[src/core/dlic_pkg.sv]
package dlic_pkg;
    // Register byte offsets
    localparam logic [7:0] OFF_PENDING = 8'h00;
    localparam logic [7:0] OFF_LINE_SELECT = 8'h04;
    localparam logic [7:0] OFF_ENABLE = 8'h08;
    localparam logic [7:0] OFF_POLARITY = 8'h0c;
    localparam logic [7:0] OFF_FAST_STATUS = 8'h10;
    localparam logic [7:0] OFF_NORMAL_STATUS = 8'h14;
    localparam logic [7:0] OFF_EVT_STATUS = 8'h18;
    localparam logic [7:0] OFF_EVT_MASK = 8'h1c;
    // Reset values
    localparam logic [31:0] RST_ZERO = 32'h0000_0000;
    // Source bit positions
    localparam int BIT_TIMER_A = 0;
    localparam int BIT_TIMER_B = 1;
    localparam int BIT_DATA_PORT_BAUD = 2;
    localparam int BIT_DEBUG_PORT_BAUD = 3;
    localparam int BIT_CLOCK_ALARM = 4;
    localparam int BIT_SMART_CARD = 5;
    localparam int BIT_DMA0 = 8;
    localparam int BIT_SIGNAL_CORE = 13;
    localparam int BIT_DATA_TX = 14;
    localparam int BIT_DATA_START = 15;
    localparam int BIT_DATA_RX = 16;
    localparam int BIT_DEBUG_TX = 18;
    localparam int BIT_RATE_DET = 19;
    localparam int BIT_DEBUG_RX = 20;
    localparam int BIT_KEY_PRESS = 24;
    localparam int BIT_PB0 = 17;
    localparam int BIT_PB1 = 27;
    localparam int BIT_PB2 = 7;
    localparam int BIT_PB3 = 21;
    localparam int BIT_PB4 = 23;
    localparam int BIT_PB5 = 22;
    localparam int BIT_PB6 = 28;
    localparam int BIT_PB7 = 26;
    // Implemented sources; bits 6, 25, 29..31 stay zero
    localparam logic [31:0] SRC_MASK = 32'h1dff_ffbf;
    // External (pin) positions
    localparam logic [31:0] EXT_MASK = 32'h1ce2_0080;
    // Event status bit positions
    localparam int EVT_FAST = 0;
    localparam int EVT_NORMAL = 1;
    localparam logic [1:0] EVT_MASK_BITS = 2'h3;
endpackage

[src/core/dlic_top.sv]
// Notes on behaviour
// - Sources latch pending until gone and cleared
// - Routing one selects fast, zero normal
// - Enable zero keeps source off both lines; pending still latches
// - Polarity one falling edge, zero rising
// - Polarity ignored for internal sources
// - Fast view is pending, enabled, fast-routed
// - Normal view is pending, enabled, normal-routed
// - All registers but the two event registers share pending bit layout
// - Timing sources occupy bits zero to five
// - DMA bits eight to twelve, core thirteen
// - Serial and keypad sources at fixed bits
// - Port B pins mapped; reserved bits zero
// - Drive fast or normal request to core
//
// Implementation choices: the APB register port and the address map.
module dlic_top
(
    input wire logic pclk,
    input wire logic presetn,
    input wire logic psel,
    input wire logic penable,
    input wire logic pwrite,
    input wire logic [7:0] paddr,
    input wire logic [31:0] pwdata,
    output logic [31:0] prdata,
    output logic pready,
    output logic pslverr,
    input wire logic timer_a_irq,
    input wire logic timer_b_irq,
    input wire logic data_port_baud_generator_irq,
    input wire logic debug_port_baud_generator_irq,
    input wire logic clock_alarm_irq,
    input wire logic smart_card_interface_irq,
    input wire logic [4:0] dma_done_irq,
    input wire logic signal_core_irq,
    input wire logic data_port_tx_irq,
    input wire logic data_port_start_bit_irq,
    input wire logic data_port_rx_irq,
    input wire logic debug_tx_irq,
    input wire logic rate_detect_irq,
    input wire logic debug_rx_irq,
    input wire logic key_press_irq,
    input wire logic [7:0] port_b_pin,
    output logic fast_irq,
    output logic normal_irq,
    output logic evt_irq
);
    logic wr_stb; // Write strobe, access phase
    logic rd_stb; // Read strobe, access phase
    logic [7:0] reg_addr; // Decoded offset
    logic addr_ok; // Offset mapped
    logic [31:0] pending_r; // Latched sources
    logic [31:0] line_select_r; // Fast routing
    logic [31:0] enable_r; // Per source enable
    logic [31:0] polarity_r; // External edge choice
    logic [31:0] fast_status; // Fast line view
    logic [31:0] normal_status; // Normal line view
    logic [31:0] src_level; // Internal source levels
    logic [31:0] src_edge; // External edge pulses
    logic [31:0] src_now; // Sources present now
    logic [31:0] clr_req; // Write-one clear request
    logic [7:0] pin_falling; // Per pin polarity
    logic [7:0] pin_edge; // Per pin edge pulse
    logic [1:0] evt_status_r; // Sticky line events
    logic [1:0] evt_mask_r; // Event mask
    logic [1:0] evt_set; // Line rising events
    logic fast_q_r; // Previous fast level
    logic normal_q_r; // Previous normal level
    logic wr_pend_hit; // Write aimed at pending
    logic wr_evt_stat_hit; // Write aimed at event status
    logic wr_evt_mask_hit; // Write aimed at event mask

    // Write strobe aimed at one offset
    function automatic logic wr_hit(input logic stb, input logic [7:0] a, input logic [7:0] off);
    begin
        wr_hit = stb && (a == off);
    end
    endfunction

    // One line view: pending, enabled, routed to that line
    function automatic logic [31:0] line_view(input logic [31:0] pend, input logic [31:0] en,
        input logic [31:0] route);
    begin
        line_view = pend & en & route;
    end
    endfunction

    // Bus front end
    dlic_apb_if u_apb
    (
        .psel(psel),
        .penable(penable),
        .pwrite(pwrite),
        .paddr(paddr),
        .pready(pready),
        .pslverr(pslverr),
        .wr_stb(wr_stb),
        .rd_stb(rd_stb),
        .reg_addr(reg_addr),
        .addr_ok(addr_ok)
    );

    // Pin polarity per pin from its source bit
    // Only the eight external positions feed the pins
    // only external bits used
    always_comb
    begin
        pin_falling[0] = polarity_r[dlic_pkg::BIT_PB0];
        pin_falling[1] = polarity_r[dlic_pkg::BIT_PB1];
        pin_falling[2] = polarity_r[dlic_pkg::BIT_PB2];
        pin_falling[3] = polarity_r[dlic_pkg::BIT_PB3];
        pin_falling[4] = polarity_r[dlic_pkg::BIT_PB4];
        pin_falling[5] = polarity_r[dlic_pkg::BIT_PB5];
        pin_falling[6] = polarity_r[dlic_pkg::BIT_PB6];
        pin_falling[7] = polarity_r[dlic_pkg::BIT_PB7];
    end

    // Pins may move at any time, so they are
    // retimed before any edge is judged
    // double flop then edge
    dlic_pin_sync u_sync
    (
        .pclk(pclk),
        .presetn(presetn),
        .pin_in(port_b_pin),
        .falling_sel(pin_falling),
        .edge_hit(pin_edge)
    );

    // Map internal sources onto their bits
    // Internal sources are levels; unused bits stay zero
    // internal source positions
    always_comb
    begin
        src_level = 32'h0000_0000;
        src_level[dlic_pkg::BIT_TIMER_A] = timer_a_irq;
        src_level[dlic_pkg::BIT_TIMER_B] = timer_b_irq;
        src_level[dlic_pkg::BIT_DATA_PORT_BAUD] = data_port_baud_generator_irq;
        src_level[dlic_pkg::BIT_DEBUG_PORT_BAUD] = debug_port_baud_generator_irq;
        src_level[dlic_pkg::BIT_CLOCK_ALARM] = clock_alarm_irq;
        src_level[dlic_pkg::BIT_SMART_CARD] = smart_card_interface_irq;
        src_level[dlic_pkg::BIT_DMA0 +: 5] = dma_done_irq;
        src_level[dlic_pkg::BIT_SIGNAL_CORE] = signal_core_irq;
        src_level[dlic_pkg::BIT_DATA_TX] = data_port_tx_irq;
        src_level[dlic_pkg::BIT_DATA_START] = data_port_start_bit_irq;
        src_level[dlic_pkg::BIT_DATA_RX] = data_port_rx_irq;
        src_level[dlic_pkg::BIT_DEBUG_TX] = debug_tx_irq;
        src_level[dlic_pkg::BIT_RATE_DET] = rate_detect_irq;
        src_level[dlic_pkg::BIT_DEBUG_RX] = debug_rx_irq;
        src_level[dlic_pkg::BIT_KEY_PRESS] = key_press_irq;
    end

    // Map pin edges onto their bits
    // Each edge is a single-cycle pulse here
    // port B positions
    always_comb
    begin
        src_edge = 32'h0000_0000;
        src_edge[dlic_pkg::BIT_PB0] = pin_edge[0];
        src_edge[dlic_pkg::BIT_PB1] = pin_edge[1];
        src_edge[dlic_pkg::BIT_PB2] = pin_edge[2];
        src_edge[dlic_pkg::BIT_PB3] = pin_edge[3];
        src_edge[dlic_pkg::BIT_PB4] = pin_edge[4];
        src_edge[dlic_pkg::BIT_PB5] = pin_edge[5];
        src_edge[dlic_pkg::BIT_PB6] = pin_edge[6];
        src_edge[dlic_pkg::BIT_PB7] = pin_edge[7];
    end

    // Source presence, reserved bits forced zero
    assign src_now = (src_level | src_edge) & dlic_pkg::SRC_MASK;

    // Offset decode for the write-one-clear registers and the event mask
    // Shared by pending clear and the event registers
    assign wr_pend_hit = wr_hit(wr_stb, reg_addr, dlic_pkg::OFF_PENDING);
    assign wr_evt_stat_hit = wr_hit(wr_stb, reg_addr, dlic_pkg::OFF_EVT_STATUS);
    assign wr_evt_mask_hit = wr_hit(wr_stb, reg_addr, dlic_pkg::OFF_EVT_MASK);

    // Clear request from write of ones
    // Bits written as zero leave pending alone
    assign clr_req = wr_pend_hit ? pwdata : 32'h0000_0000;

    // Pending latch; a present source beats clear
    // A source still high re-sets its bit every edge,
    // so a clear during the event is lost on purpose
    always_ff @(posedge pclk or negedge presetn)
    begin
        if (!presetn)
        begin
            pending_r <= dlic_pkg::RST_ZERO;
        end
        else
        begin
            pending_r <= ((pending_r & ~clr_req) | src_now) & dlic_pkg::SRC_MASK;
        end
    end

    // Configuration registers
    // shared bit layout
    always_ff @(posedge pclk or negedge presetn)
    begin
        if (!presetn)
        begin
            line_select_r <= dlic_pkg::RST_ZERO;
            enable_r <= dlic_pkg::RST_ZERO;
            polarity_r <= dlic_pkg::RST_ZERO;
        end
        else if (wr_stb)
        begin
            case (reg_addr)
                // Routing: one picks the fast line
                dlic_pkg::OFF_LINE_SELECT:
                begin
                    line_select_r <= pwdata & dlic_pkg::SRC_MASK;
                end
                // Enable: reserved bits never stored
                dlic_pkg::OFF_ENABLE:
                begin
                    enable_r <= pwdata & dlic_pkg::SRC_MASK;
                end
                // internal polarity bits not stored
                // A polarity flip alone cannot fake an edge; a pin level change is needed
                dlic_pkg::OFF_POLARITY:
                begin
                    polarity_r <= pwdata & dlic_pkg::EXT_MASK;
                end
                // Other offsets leave configuration alone
                default:
                begin
                    polarity_r <= polarity_r;
                end
            endcase
        end
    end

    // Line views
    // enable gates the source
    assign fast_status = line_view(pending_r, enable_r, line_select_r);
    assign normal_status = line_view(pending_r, enable_r, ~line_select_r);

    // Request outputs to core, registered
    // Flopped so the core never sees decode glitches
    // Costs one cycle after pending sets
    // drive fast or normal request
    always_ff @(posedge pclk or negedge presetn)
    begin
        if (!presetn)
        begin
            fast_irq <= 1'b0;
            normal_irq <= 1'b0;
        end
        else
        begin
            fast_irq <= |fast_status;
            normal_irq <= |normal_status;
        end
    end

    // Line rising event detection
    always_ff @(posedge pclk or negedge presetn)
    begin
        if (!presetn)
        begin
            fast_q_r <= 1'b0;
            normal_q_r <= 1'b0;
        end
        else
        begin
            fast_q_r <= fast_irq;
            normal_q_r <= normal_irq;
        end
    end
    // Fast line rise, slot zero
    assign evt_set[dlic_pkg::EVT_FAST] = fast_irq & ~fast_q_r;
    // Normal line rise, slot one
    assign evt_set[dlic_pkg::EVT_NORMAL] = normal_irq & ~normal_q_r;

    // Sticky events, set wins over write-one clear
    always_ff @(posedge pclk or negedge presetn)
    begin
        if (!presetn)
        begin
            evt_status_r <= 2'h0;
        end
        else if (wr_evt_stat_hit)
        begin
            evt_status_r <= (evt_status_r & ~pwdata[1:0]) | evt_set;
        end
        else
        begin
            evt_status_r <= evt_status_r | evt_set;
        end
    end

    // Event mask register
    always_ff @(posedge pclk or negedge presetn)
    begin
        if (!presetn)
        begin
            evt_mask_r <= 2'h0;
        end
        else if (wr_evt_mask_hit)
        begin
            evt_mask_r <= pwdata[1:0] & dlic_pkg::EVT_MASK_BITS;
        end
    end

    // Level event interrupt
    assign evt_irq = |(evt_status_r & evt_mask_r);

    // Read data mux, combinational in access phase
    always_comb
    begin
        prdata = 32'h0000_0000;
        if (rd_stb)
        begin
            case (reg_addr)
                dlic_pkg::OFF_PENDING:
                    prdata = pending_r;
                dlic_pkg::OFF_LINE_SELECT:
                    prdata = line_select_r;
                dlic_pkg::OFF_ENABLE:
                    prdata = enable_r;
                dlic_pkg::OFF_POLARITY:
                    prdata = polarity_r;
                dlic_pkg::OFF_FAST_STATUS:
                    prdata = fast_status;
                dlic_pkg::OFF_NORMAL_STATUS:
                    prdata = normal_status;
                // Event registers padded to a full word
                dlic_pkg::OFF_EVT_STATUS:
                    prdata = {30'h0, evt_status_r};
                dlic_pkg::OFF_EVT_MASK:
                    prdata = {30'h0, evt_mask_r};
                // Unmapped reads return zero
                default:
                    prdata = 32'h0000_0000;
            endcase
        end
    end
endmodule

[src/core/dlic_pin_sync.sv]
// Two-stage synchroniser with edge detection per port B pin
module dlic_pin_sync
(
    input wire logic pclk,
    input wire logic presetn,
    input wire logic [7:0] pin_in,
    input wire logic [7:0] falling_sel,
    output logic [7:0] edge_hit
);
    logic [7:0] meta_r; // First stage, read only by second
    logic [7:0] sync_r; // Second stage
    logic [7:0] last_r; // Previous synced level

    // Synchroniser chain and history
    always_ff @(posedge pclk or negedge presetn)
    begin
        if (!presetn)
        begin
            meta_r <= 8'h00;
            sync_r <= 8'h00;
            last_r <= 8'h00;
        end
        else
        begin
            meta_r <= pin_in;
            sync_r <= meta_r;
            last_r <= sync_r;
        end
    end

    // Chosen edge, one cycle pulse per edge
    always_comb
    begin
        edge_hit = (falling_sel & last_r & ~sync_r) | (~falling_sel & ~last_r & sync_r);
    end
endmodule

[src/core/dlic_apb_if.sv]
// APB slave front end: decode, zero wait, strobes
module dlic_apb_if
(
    input wire logic psel,
    input wire logic penable,
    input wire logic pwrite,
    input wire logic [7:0] paddr,
    output logic pready,
    output logic pslverr,
    output logic wr_stb,
    output logic rd_stb,
    output logic [7:0] reg_addr,
    output logic addr_ok
);
    // Known offsets only
    always_comb
    begin
        case (paddr)
            dlic_pkg::OFF_PENDING, dlic_pkg::OFF_LINE_SELECT, dlic_pkg::OFF_ENABLE,
            dlic_pkg::OFF_POLARITY, dlic_pkg::OFF_FAST_STATUS, dlic_pkg::OFF_NORMAL_STATUS,
            dlic_pkg::OFF_EVT_STATUS, dlic_pkg::OFF_EVT_MASK:
                addr_ok = 1'b1;
            default:
                addr_ok = 1'b0;
        endcase
    end

    // Always ready in access phase
    assign pready = 1'b1;
    // Unmapped address errors
    assign pslverr = psel & penable & ~addr_ok;
    assign wr_stb = psel & penable & pwrite & addr_ok;
    assign rd_stb = psel & penable & ~pwrite & addr_ok;
    assign reg_addr = paddr;
endmodule

[config.mk]
export PLATFORM = sky130hd
export DESIGN_NAME = dlic_top
export DESIGN_NICKNAME = d
export VERILOG_FILES = /design/src/core/dlic_pkg.sv /design/src/core/dlic_top.sv /design/src/core/dlic_pin_sync.sv /design/src/core/dlic_apb_if.sv
export SDC_FILE = /design/constraint.sdc
export NUM_CORES = 1
export LEC_CHECK = 0
export BUFFER_PORTS_ARGS = -buffer_cell sky130_fd_sc_hd__buf_2
export CORE_ASPECT_RATIO = 1.2
export CORE_UTILIZATION = 51
export DETAILED_ROUTE_END_ITERATION = 7
export PLACE_DENSITY = 0.82
export SLEW_MARGIN = 20
export SYNTH_ARGS = -nofsm -noshare
export SYNTH_HDL_FRONTEND = slang
export SYNTH_SLANG_ARGS = --single-unit
[constraint.sdc]
create_clock -name pclk -period 2.6 [get_ports pclk]
set_clock_uncertainty 0.15 [all_clocks]
set_input_delay 0.52 -clock pclk [delete_from_list [all_inputs] [get_ports pclk]]
set_output_delay 0.52 -clock pclk [all_outputs]
set_load 0.05 [all_outputs]
==> impl_metrics.csv <==
group,metric,value,unit
grt,grt_usage,0.340,
routing,firstDrtPassIters,6,
power,switchingPower,1.18,mW
timing,slew_violations,0,
layout,fin_nets,845,
yosys,synth_seq_area_share,0.484,
timing,tightest_slew,0.650,ns
routing,viasPerCell,6.48,
yosys,ys_ff_latch,121,
clock_network,clkLatencyLatePin,0.43,ns
clock_network,numCtsBuffers,17,
floorplan,chipHeight,123,µm
grt,grt_pass1_vias,5964,
worst_hold_path,whs_path_depth,1,
floorplan,start_util,0.533,
place,dp_slack,-0.568,ns
timing,layout_setup_ws,-0.275,ns
yosys,synth_area,6260,µm²
grt,antenna_found_initial,0,
critical_path,crit_family,"buffers and inverters",
place,place_congestion,0.965,
layout,layout_commonest_cell,"dfrtp_1",
yosys,synth_ff_type,"dfrtp_1",
yosys,synth_warnings,0,
timing,period_share,1.11,
place,hpwl,13900,µm
run_status,violations,"negative setup slack",
timing,clock.fmax,348,MHz
critical_path,crit_chain,"buf_2, buf_6, buf_4, nor4b_4, buf_2, a22o_1, nand2_1, a21oi_4, buf_6",
power,switching_share,0.255,
power,seqPwrFrac,0.423,
timing,setup_viol,27,
grt,grt_pass1_wl,31300,µm
timing,setup_tns,-5.79,ns
yosys,syn_inst,620,
timing,rsz0062_at_grt,"yes",
routing,antenna_left,0,
floorplan,io_pins,109,
clock_network,ctsRootBufferMaster,"clkbuf_16",
place,io_buffers,97,
worst_hold_path,hp-start,"port_b_pin[1]",
floorplan,die_x,103,µm
critical_path,worstSetupStartpointType,"primary input",
power,power.total,4.61,mW
power,clockPowerShare,0.494,
critical_path,arrival,2.20,ns
critical_path,path_buf_inv,5,
layout,antennaDiodeCount,0,
critical_path,ff2ff_path_depth,4,
power,leakage,3.60,nW
run_status,outcome,"complete, but fails checks",
worst_hold_path,holdPathEnd,"u_sync.meta_r[1]$_DFF_PN0_",
critical_path,critPathKind,"in -> out",
clock_network,cts_tree,"yes",
layout,syn_to_final_growth,42.6,%
power,irDropWorstVdd,563,µV
critical_path,r2r-start,"pending_r[15]$_DFF_PN0_",
clock_network,clk_pin_slew_worst_paths,0.06,ns
routing,drt_wl_total,21200,µm
critical_path,path_max_fanout,5,
worst_hold_path,hold_class,"in -> reg",
routing,drtIter0Drc,653,
critical_path,reg2reg_slack,0.96,ns
yosys,ys_async_sr_fraction,1.00,
floorplan,core_area,11700,µm²
critical_path,regToRegEndpoint,"normal_irq$_DFF_PN0_",
critical_path,crit_required,1.93,ns
floorplan,rows,43,
clock_network,htree_levels,4,
critical_path,cpPeakStageDelay,0.40,ns
grt,grt_max_degree,48,
grt,grt_overflow,0,
clock_network,cts_buffer_depth,2,
critical_path,cp_slowest_cell,"nor4b_4",
routing,drc,0,
layout,drive_gt1_frac,0.448,
power,combPwrFrac,0.083,
timing,finalHoldViolations,0,
routing,wl_per_cell,22.4,µm
yosys,synth_cell_type_count,58,
timing,whs,0.0428,ns
power,p_int,3.43,mW
timing,period_needed,2.87,ns
critical_path,critPathCaptureType,"output port",
layout,mostFrequentLayoutCells,"121 x dfrtp_1, 100 x nand2_1, 68 x buf_2",
floorplan,die_area,12700,µm²
yosys,synth-edff-count,0,
clock_network,cts_num_sinks,121,
job,maxCapViolations,0,
routing,num_vias,6109,
power,p_per_area,517,nW/µm²
timing,max-slew-margin-rel,0.567,
yosys,avgSynthCellArea,10.1,µm²
## flip-flops by register name, summed over array words and instances (netlist names)
register,flops
fast_q_r,1
u_sync.last_r,8
u_sync.sync_r,8
normal_q_r,1
evt_mask_r,2
evt_status_r,2
normal_irq,1
fast_irq,1
u_sync.meta_r,8
pending_r,27
polarity_r,8
enable_r,27
line_select_r,27
## stage by stage
stage	util	instance area (µm²)	instances
after floorplan	-	6780	624
after global placement	0.664	7790	905
after detailed placement	0.664	7790	905
after CTS	0.741	8690	941
after global routing	0.761	8920	943
final	0.761	8920	943
## layer usage
layer  vias up  share of wire  global-route usage
met5         -              0                   0
met4         0          0.062               0.218
met3       114          0.085              0.0803
met2       430           0.48               0.535
met1      2995           0.37               0.419
li1       2570              -                   -
## cell type report
cell class / instances / area (µm²)
inverters: 15 / 56.3
clock inverters: 13 / 121
well taps: 157 / 196
flip-flops and latches: 121 / 3030
clock buffers: 19 / 453
repair buffers: 167 / 1400
multi-input cells: 451 / 3670
fillers: 692 / 2800
## synth_stat cells (2+ instances only)
| cell type | n | area, µm² |
|---|---|---|
| nand3b_1 | 2 | 15.0 |
| mux2i_1 | 5 | 50.1 |
| and2_1 | 3 | 18.8 |
| buf_6 | 2 | 22.5 |
| nand2_1 | 100 | 375 |
| inv_1 | 14 | 52.6 |
| o21ai_0 | 19 | 95.1 |
| a31oi_1 | 7 | 43.8 |
| mux2_1 | 20 | 225 |
| conb_1 | 2 | 7.51 |
| nand4_1 | 8 | 50.1 |
| nor4b_1 | 2 | 17.5 |
| a221o_1 | 2 | 20.0 |
| a21boi_0 | 2 | 15.0 |
| nor2_1 | 30 | 113 |
| a211oi_1 | 2 | 15.0 |
| mux2_2 | 44 | 495 |
| clkbuf_1 | 23 | 86.3 |
| mux4_2 | 5 | 113 |
| buf_4 | 6 | 45.0 |
| nor3_1 | 4 | 20.0 |
| a222oi_1 | 2 | 20.0 |
| o2111ai_1 | 5 | 43.8 |
| nor4_1 | 18 | 113 |
| buf_2 | 4 | 20.0 |
| a21oi_1 | 37 | 185 |
| or3_1 | 4 | 25.0 |
| nor4_2 | 2 | 25.0 |
| nand2b_1 | 4 | 25.0 |
| buf_1 | 2 | 7.51 |
| nand4b_1 | 5 | 43.8 |
| a31o_2 | 2 | 17.5 |
| a22oi_1 | 5 | 37.5 |
| a21o_1 | 26 | 195 |
| nand3_1 | 26 | 130 |
| dfrtp_1 | 121 | 3030 |
| o31a_1 | 2 | 17.5 |
| a211o_1 | 2 | 17.5 |
| a22o_1 | 12 | 105 |
| xnor2_1 | 6 | 52.6 |
| o22ai_1 | 12 | 75.1 |
| o221ai_1 | 3 | 26.3 |
| nor2b_1 | 2 | 12.5 |
| or4_1 | 2 | 15.0 |
## power by group through the flow
stage	Sequential, mW	Clock [mW]	Combinational, mW
final	1.95	2.28	0.383
after global routing	1.95	2.38	0.405
after CTS	1.95	2.28	0.354
after detailed placement	1.98	0	0.340
after global placement	1.98	0	0.328
after floorplan	1.98	0	0.159
## cells by family after synthesis
logic type | share of synthesized area
AND/OR/NAND/NOR | 0.170
AO/OA/AOI/OAI | 0.157
flip-flops | 0.484
multiplexers | 0.141
buffers and inverters | 0.0380
XOR/XNOR | 0.00840
other | 0.00120
## repair_timing
action                                 4_1_cts  5_1_grt
gates resized for setup                     79       48
hold buffers                                 1        0
gates cloned                                 1        1
pin swaps                                    8        7
setup endpoints to repair                   27       42
endpoints found under the hold margin       34        0
buffers inserted                             2        2
## how the worst max path moves through the flow
stage                       endpoint  slack, ns  cells past startpoint     start
after floorplan           prdata[15]      -0.35                      7  paddr[0]
after global placement    prdata[28]      -0.52                      6  paddr[7]
after detailed placement   prdata[2]      -0.57                      6  paddr[7]
after CTS                  prdata[2]      -0.26                      6  paddr[6]
after global routing       prdata[2]      -0.30                      6  paddr[6]
final                     prdata[19]      -0.27                      9  paddr[1]
Power figures use the tool's default switching activity.
